`src/das_pkg.sv`:
```
// constants, op codes and modes of the dma address slice
// assumes one clock; users reference everything as das_pkg::name
package das_pkg;
    localparam int SLICE_W = 8;
    localparam int OP_W = 3;
    localparam int MODE_W = 3;
    localparam int MODE_SEL_W = 2;
    localparam int DIR_BIT = 2;
    localparam logic [MODE_W-1:0] MODE_RST = 3'h0;
    localparam logic [SLICE_W-1:0] CNT_RST = 8'h00;

    typedef enum logic [OP_W-1:0] {
        OP_WRITE_MODE = 3'h0,
        OP_READ_MODE = 3'h1,
        OP_READ_COUNT = 3'h2,
        OP_READ_ADDRESS = 3'h3,
        OP_RESTORE = 3'h4,
        OP_LOAD_START = 3'h5,
        OP_LOAD_COUNT = 3'h6,
        OP_RUN = 3'h7
    } das_op_t;

    typedef enum logic [MODE_SEL_W-1:0] {
        MODE_COUNT_ZERO = 2'h0,
        MODE_COUNT_CMP = 2'h1,
        MODE_ADDR_CMP = 2'h2,
        MODE_CARRY_OUT = 2'h3
    } das_mode_t;
endpackage

```
`src/das_slice.sv`:
```
// one cascadable dma address slice: counters, saved registers, done logic
// assumes controller and memory run on mclk, so pins need no synchroniser;
// the testbench resolves three-state and open-collector wires from the enables
`timescale 1ns/1ps
module das_slice #(
    parameter int SLICE_W = das_pkg::SLICE_W
) (
    input wire logic mclk,
    input wire logic sys_rst,
    input wire logic [das_pkg::OP_W-1:0] op_code_in,
    input wire logic [SLICE_W-1:0] bidir_data_lines_in,
    output logic [SLICE_W-1:0] bidir_data_lines_out,
    output logic bidir_data_lines_oe,
    input wire logic address_output_enable_n,
    output logic [SLICE_W-1:0] memory_address_out,
    output logic memory_address_oe,
    input wire logic address_carry_in_n,
    output logic address_carry_out_n,
    input wire logic count_carry_in_n,
    output logic count_carry_out_n,
    output logic transfer_done_out,
    output logic transfer_done_oe
);

    if (SLICE_W < das_pkg::MODE_W) begin : g_width_check
        $error("slice width too small for mode readback");
    end

    localparam logic [SLICE_W-1:0] ALL_ONES = {SLICE_W{1'b1}};
    localparam logic [SLICE_W-1:0] ALL_ZERO = {SLICE_W{1'b0}};
    localparam logic [SLICE_W-1:0] ONE = {{(SLICE_W-1){1'b0}}, 1'b1};

    logic [das_pkg::MODE_W-1:0] mode_direction_reg_r;
    logic [SLICE_W-1:0] address_counter_r;
    logic [SLICE_W-1:0] start_address_reg_r;
    logic [SLICE_W-1:0] word_counter_r;
    logic [SLICE_W-1:0] saved_count_reg_r;
    logic [SLICE_W-1:0] address_counter_nxt;
    logic [SLICE_W-1:0] word_counter_nxt;
    das_pkg::das_op_t op;
    das_pkg::das_mode_t mode;
    logic count_down;
    logic word_up;
    logic word_down;
    logic done_high;

    // step one slice value up or down, wrapping
    function automatic logic [SLICE_W-1:0] step_val(
        input logic [SLICE_W-1:0] v,
        input logic down
    );
        step_val = down ? v - ONE : v + ONE;
    endfunction

    // terminal value where a slice passes its carry on
    function automatic logic at_terminal(
        input logic [SLICE_W-1:0] v,
        input logic down
    );
        at_terminal = down ? (v == ALL_ZERO) : (v == ALL_ONES);
    endfunction

    // instruction decode, combined with the mode bits
    assign op = das_pkg::das_op_t'(op_code_in);
    assign mode = das_pkg::das_mode_t'(mode_direction_reg_r[das_pkg::MODE_SEL_W-1:0]);
    assign count_down = mode_direction_reg_r[das_pkg::DIR_BIT];
    assign word_up = (mode == das_pkg::MODE_COUNT_CMP) || (mode == das_pkg::MODE_CARRY_OUT);
    assign word_down = (mode == das_pkg::MODE_COUNT_ZERO);

    // mode register
    always_ff @(posedge mclk) begin
        if (sys_rst) begin
            mode_direction_reg_r <= das_pkg::MODE_RST;
        end else if (op == das_pkg::OP_WRITE_MODE) begin
            mode_direction_reg_r <= bidir_data_lines_in[das_pkg::MODE_W-1:0];
        end
    end

    // address counter and its saved start
    always_comb begin
        case (op)
            das_pkg::OP_LOAD_START: address_counter_nxt = bidir_data_lines_in;
            das_pkg::OP_RESTORE: address_counter_nxt = start_address_reg_r;
            das_pkg::OP_RUN: begin
                if (!address_carry_in_n) begin
                    address_counter_nxt = step_val(address_counter_r, count_down);
                end else begin
                    address_counter_nxt = address_counter_r;
                end
            end
            default: address_counter_nxt = address_counter_r;
        endcase
    end

    always_ff @(posedge mclk) begin
        if (sys_rst) begin
            address_counter_r <= das_pkg::CNT_RST;
        end else begin
            address_counter_r <= address_counter_nxt;
        end
    end

    always_ff @(posedge mclk) begin
        if (sys_rst) begin
            start_address_reg_r <= das_pkg::CNT_RST;
        end else if (op == das_pkg::OP_LOAD_START) begin
            start_address_reg_r <= bidir_data_lines_in;
        end
    end

    // word counter and its saved count
    always_comb begin
        case (op)
            das_pkg::OP_LOAD_COUNT: begin
                if (mode == das_pkg::MODE_COUNT_CMP) begin
                    word_counter_nxt = ALL_ZERO;
                end else begin
                    word_counter_nxt = bidir_data_lines_in;
                end
            end
            das_pkg::OP_RESTORE: begin
                if (mode == das_pkg::MODE_COUNT_CMP) begin
                    word_counter_nxt = ALL_ZERO;
                end else begin
                    word_counter_nxt = saved_count_reg_r;
                end
            end
            das_pkg::OP_RUN: begin
                if (!count_carry_in_n && (word_up || word_down)) begin
                    word_counter_nxt = step_val(word_counter_r, word_down);
                end else begin
                    word_counter_nxt = word_counter_r;
                end
            end
            default: word_counter_nxt = word_counter_r;
        endcase
    end

    always_ff @(posedge mclk) begin
        if (sys_rst) begin
            word_counter_r <= das_pkg::CNT_RST;
        end else begin
            word_counter_r <= word_counter_nxt;
        end
    end

    always_ff @(posedge mclk) begin
        if (sys_rst) begin
            saved_count_reg_r <= das_pkg::CNT_RST;
        end else if (op == das_pkg::OP_LOAD_COUNT) begin
            saved_count_reg_r <= bidir_data_lines_in;
        end
    end

    // cascade carries, combinational from carry-in and state
    assign address_carry_out_n = !(!address_carry_in_n
        && at_terminal(address_counter_r, count_down));
    assign count_carry_out_n = !(!count_carry_in_n && (word_up || word_down)
        && at_terminal(word_counter_r, word_down));

    // transfer complete; released high means this slice agrees on done
    always_comb begin
        case (mode)
            das_pkg::MODE_COUNT_ZERO: begin
                if (!count_carry_in_n) begin
                    done_high = (word_counter_r == ONE);
                end else begin
                    done_high = (word_counter_r == ALL_ZERO);
                end
            end
            das_pkg::MODE_COUNT_CMP: begin
                if (!count_carry_in_n) begin
                    done_high = (step_val(word_counter_r, 1'b0) == saved_count_reg_r);
                end else begin
                    done_high = (word_counter_r == saved_count_reg_r);
                end
            end
            das_pkg::MODE_ADDR_CMP: done_high = (word_counter_r == address_counter_r);
            das_pkg::MODE_CARRY_OUT: done_high = 1'b0;
            default: done_high = 1'b0;
        endcase
    end

    assign transfer_done_out = 1'b0;
    assign transfer_done_oe = !done_high;

    // address pins
    assign memory_address_out = address_counter_r;
    assign memory_address_oe = !address_output_enable_n;

    // data read multiplexer
    always_comb begin
        case (op)
            das_pkg::OP_READ_MODE: begin
                bidir_data_lines_out = {{(SLICE_W-das_pkg::MODE_W){1'b1}},
                    mode_direction_reg_r};
                bidir_data_lines_oe = 1'b1;
            end
            das_pkg::OP_READ_COUNT: begin
                bidir_data_lines_out = word_counter_r;
                bidir_data_lines_oe = 1'b1;
            end
            das_pkg::OP_READ_ADDRESS: begin
                bidir_data_lines_out = address_counter_r;
                bidir_data_lines_oe = 1'b1;
            end
            default: begin
                bidir_data_lines_out = ALL_ZERO;
                bidir_data_lines_oe = 1'b0;
            end
        endcase
    end
endmodule

```
`config.mk`:
```
export PLATFORM = sky130hd
export DESIGN_NAME = das_slice
export DESIGN_NICKNAME = d
export VERILOG_FILES = /design/src/das_pkg.sv /design/src/das_slice.sv
export SDC_FILE = /design/constraint.sdc
export NUM_CORES = 1
export LEC_CHECK = 0
export BUFFER_PORTS_ARGS = -buffer_cell sky130_fd_sc_hd__buf_2
export CORE_MARGIN = 1.5
export CORE_UTILIZATION = 60
export CTS_BUF_LIST = sky130_fd_sc_hd__clkbuf_4 sky130_fd_sc_hd__clkbuf_8
export DETAILED_ROUTE_END_ITERATION = 8
export GPL_TIMING_DRIVEN = 0
export PLACE_DENSITY_LB_ADDON = 0.08
export RECOVER_POWER = 50
export SETUP_SLACK_MARGIN = 0.05
export SYNTH_ARGS = -nofsm -noshare
export SYNTH_HDL_FRONTEND = slang
export SYNTH_SLANG_ARGS = --single-unit
```
`constraint.sdc`:
```
create_clock -name mclk -period 2.7 [get_ports mclk]
set_clock_uncertainty 0.05 [all_clocks]
set_input_delay 0.27 -clock mclk [delete_from_list [all_inputs] [get_ports mclk]]
set_output_delay 0.27 -clock mclk [all_outputs]
set_load 0.005 [all_outputs]
```
==> reports/results.ini <==
[synthesis]
syn_inst = 412
yosysSeqAreaShare = 0.227
synth-edff-count = 0
ys_async_sr_fraction = 0
syn_avg_cell_area_um2 = 7.50
ys_seq_elements = 35
synth_area_um2 = 3090
yosysWarnings = 0
synth_cell_types = 71
ys.flop_type = dfxtp_1
syn-num-nets = 439

[run]
cap_viol_max_count = 0

[floorplanning]
dieArea_um2 = 5590
die_x_um = 74.8
ios = 38
core_um2 = 4850
start_util = 0.637
rows = 25
die-height_um = 74.8

[timing]
tightest_slew_ps = 576
maxSlewHeadroom = 0.613
setup-violations-final = 0
slew_viol_final = 0
finalSetupTns_ps = 0
fin_crit_ps = 2480
finalHoldViolations = 0
timing.fmax_ghz = 0.404
hold_ws_ps = 147
period_share = 0.918
rsz0062_at_grt = no

[route]
drt_iter0_markers = 283
wl_per_cell_um = 17.4
routed_wl_um = 9070
met3_length_um = 831
route.met2.wl_um = 4050
vias = 3256
wl_met1_um = 4050
post-route-drc-count = 0
top_layer = met4
drt_pass1_iterations = 5
viasPerCell = 6.26
ant_nets = 0

[status]
status = completed

[final_layout]
fin_nets = 479
fin_area_um2 = 3440
seq_area_um2 = 701
fill_cells = 439
fin_cells = 520
synthToLayoutAreaGrowth_pct = 11.4
final_util = 0.710
diodes = 0
multi_input_area_um2 = 2100
final_layout_size_suffix_gt1_frac = 0.179

[placement]
postPlaceCellArea_um2 = 3340
hpwl_um = 6760
gp_congestion = 0.976
port_buffers = 33
placed_cells = 512

[power_and_ir_drop]
power.leakage_nw = 1.32
p_per_area_nw_per_um2 = 446
vdd_drop_max_mv = 0.384

[global_routing]
grt_pass1_vias = 2822
gr-total-overflow = 0
grt_pass1_wl_um = 14300
antenna_found_initial = 0
grt_max_degree = 13
track_usage = 0.339

[critical_path]
worstSetupPathType = reg2out
crit_fanout = 4
worstPathArrival_ps = 2160
crit_top_cell = o21ai_0
crit_chain = ha_2, or3b_2, nor2_1, o21ai_0, o21ai_0, a32oi_1, o31a_1, buf_2
r2r_slack_ps = 300
critical_path_required_ps = 2380
cpMaxStageDelayCell = or3b_2
worst_setup_path_start_kind = flip-flop
cp_top_family = simple AND/OR/NAND/NOR gates
cpPeakStageDelay_ps = 490
cp.buffers_inverters = 1
cp-end-kind = primary output

[clocking]
cts_setup_buffers = 0
cts-root-buf = clkbuf_8
h-tree-depth = 2
cts_made_buffers = 5
clk_pin_slew_ps = 80
cts_tree = done
clk_latency_ps = 300
cts.sinks = 35
clockBufferDepth = 2

[hold_path]
worstHoldPathType = in2reg

[area by class of cell]
cell class | instances | share of cell area
multi-input combinational | 328 | 0.609
sequential | 35 | 0.203
buffer | 36 | 0.0672
timing repair buffer | 33 | 0.0461
tap | 67 | 0.0243
clock buffer | 6 | 0.0240
inverter | 13 | 0.0149
clock inverter | 2 | 0.0113
[sequential cells by signal, summed over array words and instances (netlist names)]
register,count
word_counter_r,8
start_address_reg_r,8
saved_count_reg_r,8
memory_address_out,8
mode_direction_reg_r,3
[cell usage after synthesis (6+ instances only)]
cell / count / area share
buf_6: 7 / 0.026
clkbuf_1: 15 / 0.018
dfxtp_1: 35 / 0.23
nand3_1: 26 / 0.042
nand2_1: 50 / 0.061
mux2i_1: 9 / 0.029
a22oi_1: 10 / 0.024
o21ai_0: 27 / 0.044
nor2b_1: 8 / 0.016
nor2_1: 28 / 0.034
inv_1: 10 / 0.012
xor2_1: 6 / 0.017
xnor2_1: 15 / 0.043
nor3_1: 7 / 0.011
ha_1: 10 / 0.040
buf_4: 7 / 0.017
a21oi_1: 36 / 0.058
[layout by cell type, fill, tap and decap left out, drive strengths merged, types with 4 or more instances in the layout]
cell type / count
nor3: 8
a22oi: 10
xor2: 6
nor2: 29
or4: 4
o32ai: 4
nor4: 6
nand2b: 5
nor2b: 9
o21ai: 29
a21o: 5
nand2: 52
a22o: 4
a211oi: 5
a311oi: 4
mux2: 5
ha: 10
dfxtp: 35
nand4: 4
xnor2: 15
clkbuf: 31
inv: 14
mux2i: 9
a31oi: 4
nand3: 26
buf: 43
a21oi: 37
[per-stage QoR]
| stage | power [mW] | worst slack [ps] |
|---|---|---|
| detailed placement | 1.02 | 341 |
| floorplan | 0.890 | 613 |
| finish | 1.54 | 223 |
| global placement | 1.01 | 425 |
| CTS | 1.53 | 173 |
| global route | 1.61 | 88.0 |
[worst paths after layout]
kind,start,cells past startpoint,end
setup / recovery,word_counter_r[0],8,transfer_done_oe
hold / removal,sys_rst,2,memory_address_out[4]
setup reg to reg,mode_direction_reg_r[2],7,memory_address_out[7]
hold reg to reg,start_address_reg_r[7],2,start_address_reg_r[7]
[kinds of logic after synthesis]
logic type | after synthesis | share of synthesized area
AOI/OAI and AO/OA | 119 | 0.252
xor gates and xnor gates | 21 | 0.0595
and+or+nand+nor | 162 | 0.270
buffers and inverters | 49 | 0.0960
other | 1 | 0.00121
muxes | 14 | 0.0474
adders and majority gates | 11 | 0.0470
DFF | 35 | 0.227
[power breakdown]
group          internal (mW)  switching (mW)
registers              0.543          0.0351
logic                  0.180           0.255
clock network          0.304           0.219
total                   1.03           0.509
[layer usage]
layer / global-route usage / vias to the layer above
li1: - / 1554
met1: 0.490 / 1516
met2: 0.519 / 170
met3: 0.0629 / 16
met4: 0.0949 / 0
met5: 0 / -
[timing repair]
action | 4_1_cts | 5_1_grt
endpoints found under the setup margin | 0 | 1
hold buffers | 0 | 0
gates resized for setup | 0 | 3
Note: power is estimated with default switching activity, not from simulation.
